<file path="src/verilog/slave_i2c_pkg.sv">
// Purpose: shared constants for the slave-only i2c target port
// Assumes: 32-bit axi4-lite register bus, 8-bit register contents
// Notes:   byte addresses below, one aligned word per register
package slave_i2c_pkg;

  // ==========================================================
  // bus widths and responses
  localparam int          DATA_W     = 32;
  localparam int          STRB_W     = DATA_W / 8;
  localparam int          REG_W      = 8;
  localparam int          WORD_LSB   = 2;
  localparam logic [1:0]  RESP_OKAY  = 2'h0;
  localparam logic [1:0]  RESP_SLVERR = 2'h2;

  // ==========================================================
  // register byte offsets
  localparam logic [7:0]  OFF_EVT_STATUS = 8'hE8;
  localparam logic [7:0]  OFF_EVT_MASK   = 8'hEC;
  localparam logic [7:0]  OFF_CTRL_STAT  = 8'hF0;
  localparam logic [7:0]  OFF_SHIFT      = 8'hF4;
  localparam logic [7:0]  OFF_OWN_ADDR   = 8'hF8;

  // ==========================================================
  // slave_control_status bit positions
  localparam int          CS_ACK_EN  = 7;
  localparam int          CS_ENABLE  = 6;
  localparam int          CS_IRQ_EN  = 5;
  localparam int          CS_PEND    = 4;
  localparam int          CS_TX_MODE = 3;
  localparam int          CS_BUSY    = 2;
  localparam int          CS_MATCH   = 1;
  localparam int          CS_NACK    = 0;

  // ==========================================================
  // event status bits (write one to clear)
  localparam int          EVT_W      = 3;
  localparam int          EV_BYTE    = 0;
  localparam int          EV_MATCH   = 1;
  localparam int          EV_STOP    = 2;

  // ==========================================================
  // link framing and reset values
  localparam logic [3:0]  BYTE_BITS    = 4'h8;
  localparam logic [6:0]  GENERAL_CALL = 7'h00;
  localparam logic [7:0]  OWN_ADDR_RST = 8'h00;
  localparam logic [7:0]  SHIFT_RST    = 8'h00;

  // ==========================================================
  // link state, gray coded along the usual path
  typedef enum logic [2:0] {
    st_idle     = 3'h0,
    st_addr     = 3'h1,
    st_addr_ack = 3'h3,
    st_rx       = 3'h2,
    st_rx_ack   = 3'h6,
    st_tx       = 3'h7,
    st_tx_ack   = 3'h5,
    st_skip     = 3'h4
  } link_state_t;

endpackage

</file>
<file path="src/verilog/slave_i2c_target_port.sv">
// Purpose: slave-only i2c target port with axi4-lite register access
// Assumes: scl/sda sampled by aclk at 250 MHz, no clock stretching
// Notes:   open-drain sda: sda_oe high pulls the line low
`timescale 1ns/1ps
module slave_i2c_target_port
  import slave_i2c_pkg::*;
#(
  parameter int ADDR_W = 8
) (
  input  wire logic                               aclk,
  input  wire logic                               aresetn,
  input  wire logic [ADDR_W-1:0]                  awaddr,
  input  wire logic                               awvalid,
  output logic                                    awready,
  input  wire logic [slave_i2c_pkg::DATA_W-1:0]   wdata,
  input  wire logic [slave_i2c_pkg::STRB_W-1:0]   wstrb,
  input  wire logic                               wvalid,
  output logic                                    wready,
  output logic [1:0]                              bresp,
  output logic                                    bvalid,
  input  wire logic                               bready,
  input  wire logic [ADDR_W-1:0]                  araddr,
  input  wire logic                               arvalid,
  output logic                                    arready,
  output logic [slave_i2c_pkg::DATA_W-1:0]        rdata,
  output logic [1:0]                              rresp,
  output logic                                    rvalid,
  input  wire logic                               rready,
  input  wire logic                               scl_in,
  input  wire logic                               sda_in,
  output logic                                    sda_out,
  output logic                                    sda_oe,
  output logic                                    irq
);

  import slave_i2c_pkg::*;

  // ==========================================================
  // elaboration checks
  if (ADDR_W < 8 || ADDR_W > 32) begin : g_bad_addr_w
    $error("ADDR_W must lie between 8 and 32");
  end

  typedef struct packed {
    // link side
    link_state_t        st;
    logic [3:0]         bitcnt;
    logic [REG_W-1:0]   shift;
    logic [REG_W-1:0]   own;
    logic               scl_q;
    logic               sda_q;
    logic               sda_out;
    logic               sda_oe;
    // control and status
    logic               ack_en;
    logic               en;
    logic               ie;
    logic               pend;
    logic               tx_mode;
    logic               busy;
    logic               match;
    logic               rx_nack;
    logic [EVT_W-1:0]   evt;
    logic [EVT_W-1:0]   mask;
    logic               irq;
    // register bus
    logic               aw_full;
    logic [ADDR_W-1:0]  aw_addr;
    logic               w_full;
    logic [REG_W-1:0]   w_data;
    logic               w_lane0;
    logic               awready;
    logic               wready;
    logic               bvalid;
    logic [1:0]         bresp;
    logic               arready;
    logic               rvalid;
    logic [1:0]         rresp;
    logic [REG_W-1:0]   rdata;
  } state_t;

  state_t state_reg;
  state_t state_next;
  logic [1:0] pins_s;
  logic       scl_s;
  logic       sda_s;

  // ==========================================================
  // pin synchronisers
  pin_sync #(
    .W (2)
  ) u_pin_sync (
    .aclk    (aclk),
    .aresetn (aresetn),
    .d       ({scl_in, sda_in}),
    .q       (pins_s)
  );

  assign scl_s = pins_s[1];
  assign sda_s = pins_s[0];

  // word-aligned address compare, low two bits ignored
  function automatic logic addr_is(input logic [ADDR_W-1:0] a,
                                   input logic [7:0]        off);
    logic [ADDR_W-1:0] full;
    full    = '0;
    full[7:0] = off;
    addr_is = (a[ADDR_W-1:WORD_LSB] == full[ADDR_W-1:WORD_LSB]);
  endfunction

  // ==========================================================
  // next-state logic
  always_comb begin
    logic             start_c;
    logic             stop_c;
    logic             rise;
    logic             fall;
    logic             pend_set;
    logic             pend_clr;
    logic [EVT_W-1:0] evt_set;
    logic [EVT_W-1:0] evt_clr;
    logic             hit;
    logic             wr_go;
    logic [REG_W-1:0] rd_val;
    logic             rd_ok;

    state_next = state_reg;
    pend_set   = 1'b0;
    pend_clr   = 1'b0;
    evt_set    = '0;
    evt_clr    = '0;
    hit        = 1'b0;
    rd_val     = '0;
    rd_ok      = 1'b1;

    // bus conditions from synchronised pins
    start_c = scl_s & state_reg.scl_q & state_reg.sda_q & ~sda_s;
    stop_c  = scl_s & state_reg.scl_q & ~state_reg.sda_q & sda_s;
    rise    = scl_s & ~state_reg.scl_q;
    fall    = ~scl_s & state_reg.scl_q;
    state_next.scl_q   = scl_s;
    state_next.sda_q   = sda_s;
    state_next.sda_out = 1'b0;

    // write address and data accepted in either order
    if (awvalid && state_reg.awready) begin
      state_next.aw_full = 1'b1;
      state_next.aw_addr = awaddr;
    end
    if (wvalid && state_reg.wready) begin
      state_next.w_full  = 1'b1;
      state_next.w_data  = wdata[REG_W-1:0];
      state_next.w_lane0 = wstrb[0];
    end
    if (state_reg.bvalid && bready) begin
      state_next.bvalid = 1'b0;
    end

    // register write once both halves are held
    wr_go = state_reg.aw_full & state_reg.w_full & ~state_reg.bvalid;
    if (wr_go) begin
      state_next.aw_full = 1'b0;
      state_next.w_full  = 1'b0;
      state_next.bvalid  = 1'b1;
      state_next.bresp   = RESP_OKAY;
      if (addr_is(state_reg.aw_addr, OFF_CTRL_STAT)) begin
        if (state_reg.w_lane0) begin
          // status bits 3..0 are not writable
          state_next.ack_en = state_reg.w_data[CS_ACK_EN];
          state_next.en     = state_reg.w_data[CS_ENABLE];
          state_next.ie     = state_reg.w_data[CS_IRQ_EN];
          pend_clr = ~state_reg.w_data[CS_PEND];
        end
      end else if (addr_is(state_reg.aw_addr, OFF_SHIFT)) begin
        if (state_reg.w_lane0 && state_reg.en) begin
          state_next.shift = state_reg.w_data;
        end
      end else if (addr_is(state_reg.aw_addr, OFF_OWN_ADDR)) begin
        if (state_reg.w_lane0 && !state_reg.en) begin
          state_next.own = state_reg.w_data;
        end
      end else if (addr_is(state_reg.aw_addr, OFF_EVT_STATUS)) begin
        if (state_reg.w_lane0) begin
          evt_clr = state_reg.w_data[EVT_W-1:0];
        end
      end else if (addr_is(state_reg.aw_addr, OFF_EVT_MASK)) begin
        if (state_reg.w_lane0) begin
          state_next.mask = state_reg.w_data[EVT_W-1:0];
        end
      end else begin
        state_next.bresp = RESP_SLVERR;
      end
    end

    // bus busy tracking, independent of enable
    if (start_c) begin
      state_next.busy = 1'b1;
    end else if (stop_c) begin
      state_next.busy = 1'b0;
    end

    // link state machine; hardware shifting wins over software
    case (state_reg.st)
      st_addr: begin
        if (rise) begin
          state_next.shift  = {state_reg.shift[REG_W-2:0], sda_s};
          state_next.bitcnt = state_reg.bitcnt + 4'h1;
        end else if (fall && state_reg.bitcnt == BYTE_BITS) begin
          state_next.bitcnt = '0;
          hit = (state_reg.shift[REG_W-1:1] == state_reg.own[REG_W-1:1]) ||
                (state_reg.shift[REG_W-1:1] == GENERAL_CALL);
          if (hit) begin
            state_next.match   = 1'b1;
            pend_set           = 1'b1;
            evt_set[EV_MATCH]  = 1'b1;
            state_next.tx_mode = state_reg.shift[0];
            state_next.sda_oe  = state_reg.ack_en;
            state_next.st      = st_addr_ack;
          end else begin
            state_next.st      = st_skip;
          end
        end
      end
      st_addr_ack: begin
        if (fall) begin
          if (state_reg.tx_mode) begin
            state_next.sda_oe = ~state_reg.shift[REG_W-1];
            state_next.st     = st_tx;
          end else begin
            state_next.sda_oe = 1'b0;
            state_next.st     = st_rx;
          end
        end
      end
      st_rx: begin
        if (rise) begin
          state_next.shift  = {state_reg.shift[REG_W-2:0], sda_s};
          state_next.bitcnt = state_reg.bitcnt + 4'h1;
        end else if (fall && state_reg.bitcnt == BYTE_BITS) begin
          state_next.bitcnt = '0;
          pend_set          = 1'b1;
          evt_set[EV_BYTE]  = 1'b1;
          state_next.sda_oe = state_reg.ack_en;
          state_next.st     = st_rx_ack;
        end
      end
      st_rx_ack: begin
        if (fall) begin
          state_next.sda_oe = 1'b0;
          state_next.st     = st_rx;
        end
      end
      st_tx: begin
        // bus bits shift back in so the register shows what was sent
        if (rise) begin
          state_next.shift  = {state_reg.shift[REG_W-2:0], sda_s};
          state_next.bitcnt = state_reg.bitcnt + 4'h1;
        end else if (fall) begin
          if (state_reg.bitcnt == BYTE_BITS) begin
            state_next.sda_oe = 1'b0;
            state_next.st     = st_tx_ack;
          end else begin
            state_next.sda_oe = ~state_reg.shift[REG_W-1];
          end
        end
      end
      st_tx_ack: begin
        if (rise) begin
          state_next.rx_nack = sda_s;
          pend_set           = 1'b1;
          evt_set[EV_BYTE]   = 1'b1;
        end else if (fall) begin
          state_next.bitcnt = '0;
          if (state_reg.rx_nack) begin
            state_next.sda_oe = 1'b0;
            state_next.st     = st_skip;
          end else begin
            state_next.sda_oe = ~state_reg.shift[REG_W-1];
            state_next.st     = st_tx;
          end
        end
      end
      st_idle, st_skip: begin
        state_next.sda_oe = 1'b0;
      end
      default: begin
        state_next.sda_oe = 1'b0;
        state_next.st     = st_idle;
      end
    endcase

    // start and stop override any bit in progress
    if (start_c) begin
      state_next.match  = 1'b0;
      state_next.sda_oe = 1'b0;
      state_next.bitcnt = '0;
      state_next.st     = st_addr;
    end else if (stop_c) begin
      state_next.match  = 1'b0;
      state_next.sda_oe = 1'b0;
      state_next.st     = st_idle;
      evt_set[EV_STOP]  = 1'b1;
    end

    // disabled port stays off the bus
    if (!state_reg.en) begin
      state_next.st      = st_idle;
      state_next.sda_oe  = 1'b0;
      state_next.tx_mode = 1'b0;
      evt_set            = '0;
      pend_set           = 1'b0;
    end

    // pending flag: set wins over a software clear
    if (pend_clr) begin
      state_next.pend = 1'b0;
    end
    if (pend_set) begin
      state_next.pend = 1'b1;
    end
    if (!state_next.en) begin
      state_next.pend = 1'b0;
    end

    // sticky events, set wins over write-one-to-clear
    state_next.evt = (state_reg.evt & ~evt_clr) | evt_set;

    // one level request for both interrupt paths
    state_next.irq = (state_reg.pend & state_reg.ie) |
                     (|(state_reg.evt & state_reg.mask));

    // register read, answered one cycle after acceptance
    if (state_reg.rvalid && rready) begin
      state_next.rvalid  = 1'b0;
      state_next.arready = 1'b1;
    end
    if (arvalid && state_reg.arready) begin
      if (addr_is(araddr, OFF_CTRL_STAT)) begin
        rd_val = {state_reg.ack_en, state_reg.en, state_reg.ie,
                  state_reg.pend, state_reg.tx_mode, state_reg.busy,
                  state_reg.match, state_reg.rx_nack};
      end else if (addr_is(araddr, OFF_SHIFT)) begin
        rd_val = state_reg.shift;
      end else if (addr_is(araddr, OFF_OWN_ADDR)) begin
        rd_val = {state_reg.own[REG_W-1:1], 1'b0};
      end else if (addr_is(araddr, OFF_EVT_STATUS)) begin
        rd_val[EVT_W-1:0] = state_reg.evt;
      end else if (addr_is(araddr, OFF_EVT_MASK)) begin
        rd_val[EVT_W-1:0] = state_reg.mask;
      end else begin
        rd_ok = 1'b0;
      end
      state_next.rdata   = rd_val;
      state_next.rresp   = rd_ok ? RESP_OKAY : RESP_SLVERR;
      state_next.rvalid  = 1'b1;
      state_next.arready = 1'b0;
    end

    // ready flags registered so the ports come from flops
    state_next.awready = ~state_next.aw_full;
    state_next.wready  = ~state_next.w_full;
    // read address open whenever no read data waits, so reads work after reset
    state_next.arready = ~state_next.rvalid;
  end

  // ==========================================================
  // state register; all-zero reset clears match and pending
  always_ff @(posedge aclk) begin
    if (!aresetn) begin
      state_reg <= '0;
    end else begin
      state_reg <= state_next;
    end
  end

  // ==========================================================
  // outputs straight from the state register
  assign awready = state_reg.awready;
  assign wready  = state_reg.wready;
  assign bvalid  = state_reg.bvalid;
  assign bresp   = state_reg.bresp;
  assign arready = state_reg.arready;
  assign rvalid  = state_reg.rvalid;
  assign rresp   = state_reg.rresp;
  assign rdata   = {{(DATA_W-REG_W){1'b0}}, state_reg.rdata};
  assign sda_out = state_reg.sda_out;
  assign sda_oe  = state_reg.sda_oe;
  assign irq     = state_reg.irq;

endmodule // slave_i2c_target_port

</file>
<file path="src/verilog/pin_sync.sv">
// Purpose: two-flop synchroniser for pins from outside the clock domain
// Assumes: inputs are quasi-static relative to aclk
// Notes:   first stage feeds only the second stage
`timescale 1ns/1ps
module pin_sync #(
  parameter int W = 2
) (
  input  wire logic         aclk,
  input  wire logic         aresetn,
  input  wire logic [W-1:0] d,
  output logic      [W-1:0] q
);

  typedef struct packed {
    logic [W-1:0] s1;
    logic [W-1:0] s2;
  } sync_t;

  sync_t sync_reg;
  sync_t sync_next;

  // ==========================================================
  // next state: plain shift through two stages
  always_comb begin
    sync_next.s1 = d;
    sync_next.s2 = sync_reg.s1;
  end

  // reset to idle-high bus level would hide a stuck pin, so zero
  always_ff @(posedge aclk) begin
    if (!aresetn) begin
      sync_reg <= '0;
    end else begin
      sync_reg <= sync_next;
    end
  end

  assign q = sync_reg.s2;

endmodule // pin_sync

</file>
<file path="config.mk">
export PLATFORM = sky130hd
export DESIGN_NAME = slave_i2c_target_port
export DESIGN_NICKNAME = d
export VERILOG_FILES = /design/src/verilog/slave_i2c_pkg.sv /design/src/verilog/slave_i2c_target_port.sv /design/src/verilog/pin_sync.sv
export SDC_FILE = /design/constraint.sdc
export NUM_CORES = 1
export LEC_CHECK = 0
export ABC_AREA = 1
export BUFFER_PORTS_ARGS = -buffer_cell sky130_fd_sc_hd__buf_2
export CORE_MARGIN = 1.5
export CORE_UTILIZATION = 50
export CTS_CLUSTER_DIAMETER = 80
export DETAILED_ROUTE_END_ITERATION = 10
export GPL_TIMING_DRIVEN = 1
export HOLD_SLACK_MARGIN = 0.12
export PLACE_DENSITY = 0.88
export SYNTH_ARGS = -nofsm -noshare
export SYNTH_HDL_FRONTEND = slang
export SYNTH_SLANG_ARGS = --single-unit
</file>
<file path="constraint.sdc">
create_clock -name aclk -period 2.37 [get_ports aclk]
set_clock_uncertainty 0.05 [all_clocks]
set_input_delay 0.3555 -clock aclk [delete_from_list [all_inputs] [get_ports aclk]]
set_output_delay 0.3555 -clock aclk [all_outputs]
set_load 0.01 [all_outputs]
</file>
After elaboration in Yosys (flattened, before gate mapping). Index checks and enable logic that the tools add are counted.

Flip-flop bits (word level): 82. Bits of input ports: 61. Output and inout bits: 44. Logic and storage cells: 248.

Add/subtract/negate cells: 1. Equality and inequality tests: 45. Multiplexer cells: 100. Bitwise logic cells: 32. Reduce and logical (&&, ||, !) cells: 35.

Operator list (count): two-way mux 8 bit (8); equality test 6 bit, second input constant (10); two-way mux 3 bit (20); != test 4 bit, second input constant (11); two-way mux 1 bit (43); two-way mux 16 bit (2); two-way mux 7 bit (4); != test 2 bit, second input constant (13); AND reduction 12 bit (2); two-way mux 2 bit (10); one-hot mux 3 bit (6 select lines) (1); inverter 1 bit (17); one-hot mux 4 bit (4 select lines) (1); one-hot mux 8 bit (2 select lines) (1); equality test 3 bit, second input constant (4); two-way mux 12 bit (1); two-way mux 11 bit (1); AND reduction 11 bit (1); AND 1 bit (10); two-way mux 10 bit (1); two-way mux 9 bit (1); logical AND 1 bit (8); two-way mux 4 bit (2); nonzero test 8 bit (1); other kinds (30) (40).

Logic depth before layout (Yosys ltp). Gate-level depths: netlist of run 1.

Depth in word-level cells: 10. Gate-level depth with buffers: 12. Depth with buffers taken out: 12.

Hierarchy. Synthesis of run 1 repeated with hierarchy kept, for this count alone.

Cell total of the unflattened synthesis: 569. Area, all modules: 3901.2 µm².

Modules (own cells, without submodules): slave_i2c_target_port (times used 1, cells each 557, area each 3791.1 µm², seq. area each 1441.4 µm²); pin_sync (times used 1, cells each 12, area each 110.1 µm², seq. area each 80.1 µm²).

Least setup slack after synthesis of run 1. No wires, ideal clock.

Path kind: flip-flop to flip-flop. Start point: register state_reg[71] (netlist name). End point: register state_reg[77] (netlist name). Setup time: 109 ps. Data arrival time: 1287 ps. Required time: 2211 ps. Setup slack: 924 ps. Cell stages (with the launch flop): 12. Buffers on the path: 0. Clock period less this slack: 1446 ps. Path through: dfxtp_1 inv_1 ha_1 nand2_1 nor2_1 nand2_1 nand2_1 nand4_1 inv_1 nand4_1 nand2_1 inv_1.

Longest elaborated chain between the ends: 4. Elaborated cells between the ends (all ways): 6. Classes of those cells: 4 x eq/ne; 2 x reduce/logical.

RTL lines: start, declared (RTL line slave_i2c_target_port.sv:82) `state_t state_reg;`; start signal, assigned (RTL line slave_i2c_target_port.sv:372) `state_reg <= state_next;`; equality test 4 bit * (RTL line slave_i2c_target_port.sv:208, slave_i2c_target_port.sv:239, slave_i2c_target_port.sv:259); logical AND 1 bit (RTL line slave_i2c_target_port.sv:208, slave_i2c_target_port.sv:239); != test 2 bit (no line); AND reduction 12 bit (no line) *.

Every way passes the cells marked *; elsewhere a longest branch is shown, timed or not. A chain may end at the register's enable or synchronous reset.

Final worst setup path of run 1. Ends and elaborated chain as after synthesis.

==> flow_summary.toml, run 1 <==
[run_status]
outcome = "complete, no violations"

[clocking]
cts_buffers = 9
root_buffer = "clkbuf_8"
insertion_delay_ps = 360
cts_max_path_buffers = 2
postCtsSetupRepairBufs = 0
htreeDepth = 3
path_clk_slew_ps = 70
ctsHoldBuffers = 0
cts_tree = "yes"
post_cts_resized = 0
clock-sinks = 76

[worst_setup_path]
crit_path_end_kind = "register"
critPathLaunchType = "register"
crit_required_ps = 2570
cp_data_arrival_time_ps = 1890
critPathMaxFanout = 5
path_delay_family = "simple AND/OR/NAND/NOR gates"
rr_worst_depth = 11
cp_cell_sequence = "inv_1 > ha_1 > nand2_1 > nor2_1 > nand2_1 > nand2_1 > nand4_1 > inv_1 > nand4_1 > nand2_1 > inv_1"
timing.rr.end = "state_reg[77]"
reg2reg_slack_ps = 680
critPathSlowestCell = "dfxtp_1"
r2r-start = "state_reg[71]"
cp_num_buf_inv = 3
worstSetupPathType = "register to register"
crit_path_frequent_cell = "nand2_1"
slowest_delay_ps = 340

[power_and_ir_drop]
p_sw_share_pct = 24.41
power.switching_mw = 0.6469
fin_total_pwr_mw = 2.650
power_frac_clock_pct = 42.5
pwr-share-comb_pct = 6.8
cellLeakagePower_nw = 2.089
p_per_area_nw_per_um2 = 626.4
p_int_mw = 2.003
ir_drop_uv = 465.2
seq_power_share_pct = 50.7

[logic_synthesis]
synthCells = 557
synthFlopType = "dfxtp_1"
ys_async_sr_fraction_pct = 0
syn_avg_cell_area_um2 = 6.939
synth_top_cells_by_count = "nand2_1 (116), inv_1 (82), dfxtp_1 (76)"
yosys.area.top_type = "dfxtp_1"
synth_compound_area_share_pct = 18.39
synth_fa_ha_area_share_pct = 0.6475
synth-xor-area-share_pct = 0.9064
ys_types = 32
synth.cell_area_um2 = 3865
synth-simple-area-share_pct = 23.66
ys_ff_latch = 76
seq_area_frac_synth_pct = 39.37
synth_edf_count = 0
synth.most_common_cell = "nand2_1"
synth_top_family_by_area = "simple AND/OR/NAND/NOR gates"
yosysWarningCount = 0
yosysTopAreaCellShare_pct = 39.37
synth.area.mux_share_pct = 0
synth_area_leaders = "dfxtp_1 (39%), nand2_1 (11%), inv_1 (8.0%)"

[route]
drt-initial-drc-count = 224
routed_via_density = 5.249
firstDrtPassIters = 5
ant_nets = 0
drc_errors = 0
vias = 3669
routed_wl_um = 8784
drt-wirelength-per-cell_um = 12.57

[global_routing]
grt_start_max_net_pins = 42
grt-ovfl-total = 0
grt_pass1_vias = 3444
grt_usage_pct = 22.34
grt_pass1_wl_um = 15150
antenna_found_initial = 0

[place]
placed_cells = 683
gp_congestion = 0.9145
post-place-ws_ps = 683.3
io_buffers = 46
dpl.hpwl_um = 6421

[final_layout]
largest_reg_flops = 55
drive_above_1_share_pct = 13.17
diodes = 0
nets = 658
finalNonFillerCells = 699
area_growth_pct = 9.453

[hold_path]
hp-class = "input port to register"
min_path_cells = 3
hp-start = "sda_in"
holdPathEnd = "u_pin_sync.sync_next[0]"

[timing]
finalSetupViolCount = 0
rsz0062_at_grt = "no"
hold_ws_ps = 135.3
fmax_mhz = 592.2
finalCriticalPeriod_ps = 1689
finalHoldViolCount = 0
worst_slack_ps = 681.3
setup_tns_ps = 0
report.final.slew_viol_count = 0
fin_crit_sh_pct = 71.25

[floorplanning]
die_h_um = 90.92
num_rows = 31
die_w_um = 90.92
ioPinCount = 105
start_util_pct = 52.44
core-area_um2 = 7370
dieArea_um2 = 8266

[run]
cap_viol_max_count = 0
final cells by class:
class,count,area (µm²)
Tap cell,99,123.9
Fill cell,698,3139
Clock buffer,10,137.6
Sequential cell,76,1521
Timing Repair Buffer,48,245.2
Clock inverter,6,92.59
Inverter,86,322.8
Multi-Input combinational cell,374,1787
through the flow:
step | area, µm² | utilization, %
6_report | 4230 | 57.40
5_1_grt | 4230 | 57.40
4_1_cts | 4230 | 57.40
3_5_place_dp | 4000 | 54.28
3_3_place_gp | 4000 | 54.28
2_1_floorplan | 3963 | -
tightest hold or removal path: stages:
cell	delay, ps
buf_2	70
nand2_1	40
inv_1	40
layer usage:
layer | vias up | GRT usage, % | share of wire, %
li1 | 1816 | - | -
met2 | 182 | 35.45 | 45
met1 | 1648 | 28.74 | 43
met4 | 0 | 10.55 | 2.5
met3 | 23 | 4.798 | 8.9
met5 | - | 0 | 0
power groups by stage:
stage | registers (mW) | logic, mW | clock network [mW]
after floorplan | 1.37 | 0.155 | 0
after global placement | 1.37 | 0.171 | 0
after detailed placement | 1.37 | 0.177 | 0
after CTS | 1.34 | 0.179 | 1.14
after global routing | 1.35 | 0.205 | 1.20
final | 1.34 | 0.180 | 1.13
cells in the final DEF, fill, tap and decap left out, types with 4 or more instances in the layout:
master    Yosys  final
dfxtp_1      76     76
nor3_1        5      5
buf_2         1     46
o211ai_1     17     17
nor2_1       44     44
nand3_1      23     23
clkbuf_8      0     10
nor2_2        4      4
conb_1        1     27
a21oi_1      52     52
o21ai_0      52     52
nand4_1      11     11
inv_1        82     82
nand2_1     116    116
cell families (layout without fill, tap and decap cells):
family | Yosys count | count (layout)
buffers and inverters | 133 | 150
adders and majority gates | 2 | 2
AOI/OAI and AO/OA | 129 | 129
xor gates and xnor gates | 4 | 4
DFF | 76 | 76
other | 1 | 27
and+or+nand+nor | 212 | 212
worst max-delay path by stage:
stage             startpoint       endpoint  slack (ps)  cells after the start
2_1_floorplan  state_reg[71]  state_reg[77]         920                     11
3_3_place_gp       araddr[6]       rdata[1]         720                     10
3_5_place_dp       araddr[6]       rdata[2]         680                     10
4_1_cts        state_reg[71]  state_reg[77]         680                     11
5_1_grt        state_reg[71]  state_reg[77]         510                     11
6_report       state_reg[71]  state_reg[77]         680                     11
Note: power is estimated with default switching activity, not from simulation.
==> run 2, diff against run 1 <==
==> constraint.sdc (replaced) <==
create_clock -name aclk -period 1.6 [get_ports aclk]
set_clock_uncertainty 0.05 [all_clocks]
set_input_delay 0.24 -clock aclk [delete_from_list [all_inputs] [get_ports aclk]]
set_output_delay 0.24 -clock aclk [all_outputs]
set_load 0.01 [all_outputs]
==> run 2 against run 1 <==
Critical path type unchanged. Clock-buffer cell count did not move. Clock power rose by 22%. Hold slack improved by 0.94 ps. Highest routed layer unchanged. Die area did not move. Worst setup slack got worse by 720 ps. The flow now finishes with violations (negative setup slack).
==> flow_summary.toml, run 2 (same netlist as run 1, synthesis figures left out) <==
[clocking]
cts_buffers = 9
cts_tree = "yes"
htreeDepth = 3
insertion_delay_ps = 370
path_clk_slew_ps = 80
cts_max_path_buffers = 2
root_buffer = "clkbuf_8"
clock-sinks = 76

[timing]
report.final.slew_viol_count = 0
finalCriticalPeriod_ps = 1637
fin_crit_sh_pct = 102.3
fmax_mhz = 610.8
worst_slack_ps = -37.08
rsz0062_at_grt = "yes"
finalHoldViolCount = 0
finalSetupViolCount = 2

[route]
drt-wirelength-per-cell_um = 12.96
drt-initial-drc-count = 304
vias = 3745
routed_via_density = 5.116
ant_nets = 0
routed_wl_um = 9487
firstDrtPassIters = 5
drc_errors = 0

[place]
post-place-ws_ps = -59.39
gp_congestion = 0.8953
placed_cells = 696
io_buffers = 46
dpl.hpwl_um = 6762

[floorplanning]
num_rows = 31
core-area_um2 = 7370
dieArea_um2 = 8266
die_w_um = 90.92
start_util_pct = 52.44
die_h_um = 90.92
ioPinCount = 105

[final_layout]
largest_reg_flops = 55
layout_commonest_cell = "nand2_1"
nets = 691
layout.cells.most_common_list = "nand2_1 (110), inv_1 (80), dfxtp_1 (67)"
diodes = 0
finalNonFillerCells = 732
drive_above_1_share_pct = 19.12
area_growth_pct = 19.00

[power_and_ir_drop]
ir_drop_uv = 521.1
cellLeakagePower_nw = 2.245
p_per_area_nw_per_um2 = 800.7

[global_routing]
grt_usage_pct = 23.13
grt_pass1_vias = 3481
grt_start_max_net_pins = 32
antenna_found_initial = 0
grt-ovfl-total = 0
grt_pass1_wl_um = 15440

[worst_setup_path]
critPathMaxFanout = 5
cp-endpoint = "state_reg[77]"
crit_required_ps = 1810
crit_path_start = "state_reg[72]"
timing.rr.end = "state_reg[77]"
cp_data_arrival_time_ps = 1850
critPathLaunchType = "register"
worstSetupPathType = "register to register"
rr_worst_depth = 11
reg2reg_slack_ps = -40
r2r-start = "state_reg[72]"
crit_path_end_kind = "register"

[run]
cap_viol_max_count = 0

[run_status]
outcome = "finished with violations"
violations = "negative setup slack"

[hold_path]
hp-start = "wdata[5]"
hp-class = "input port to register"
[run 2: cell types whose count changed in the layout (fill, tap and decap cells not counted), moves of 3 or more]
| cell | previous run | this run |
|---|---|---|
| dlygate4sd3_1 | 0 | 17 |
| buf_4 | 2 | 16 |
| dfxtp_1 | 76 | 67 |
| dfxtp_2 | 0 | 7 |
| nand2_1 | 116 | 110 |
| nand2_2 | 2 | 6 |
| nor2_1 | 44 | 40 |
| o21ai_0 | 52 | 49 |
| o21ai_1 | 1 | 4 |
[run 2: critical path, cell delays in order, from the launching register on]
cell	delay, ps
dfxtp_2	330
inv_2	70
ha_4	140
nand2_2	50
nor2_2	110
nand2_2	100
nand2_2	100
nand4_1	240
inv_1	150
nand4_1	90
nand2_1	70
inv_1	40
[run 2: worst min-delay path by stage]
| stage | depth (start not counted) | to | slack [ps] |
|---|---|---|---|
| after global routing | 4 | rvalid | 190 |
| after floorplan | 2 | u_pin_sync.sync_next[0] | 290 |
| after detailed placement | 2 | u_pin_sync.q[0] | 350 |
| after global placement | 2 | u_pin_sync.q[1] | 350 |
| after CTS | 3 | state_reg[23] | 140 |
| final | 3 | state_reg[23] | 140 |
[run 2: report_power, final]
part / internal [mW] / total (mW) / switching, mW
clock: 0.612 / 1.38 / 0.768
combinational: 0.123 / 0.314 / 0.191
sequential: 1.95 / 1.99 / 0.0411
total: 2.68 / 3.68 / 1.00
[run 2: what timing repair did]
| item | CTS | global route |
|---|---|---|
| resized for setup | 7 | 32 |
| hold buffers | 17 | 0 |
| endpoints found under the hold margin | 17 | 0 |
| endpoints found under the setup margin | 3 | 25 |
| buffers inserted | 2 | 1 |
| cloned | 0 | 0 |
| pin swaps | 3 | 6 |
[run 2: layout make-up]
class                      count  area, µm²
fill                         620       2770
clock buffer                  10      137.6
clock inverter                 6      47.55
tap                           99      123.9
timing repair buffer          81      551.8
sequential                    76       1538
multi-input combinational    374       1878
inverter                      86      322.8
[run 2: stage by stage]
step                instance area (µm²)  TNS [ps]  util [%]  power (mW)  hold slack, ps
floorplan                          3963         0         -       2.256           287.6
global placement                   4110         0     55.77       2.292           345.8
detailed placement                 4110    -122.5     55.77       2.303           347.2
CTS                                4498    -17.11     61.04       3.671           135.4
global route                       4599    -972.0     62.41       3.818           187.6
finish                             4599    -68.07     62.41       3.683           136.2
[run 2: metal layers]
metal,track usage (%),vias up,share of wire [%]
met5,0,-,0
met2,37.75,172,47
met3,3.788,22,6.9
li1,-,1877,-
met4,11.72,0,2.7
met1,29.30,1674,44
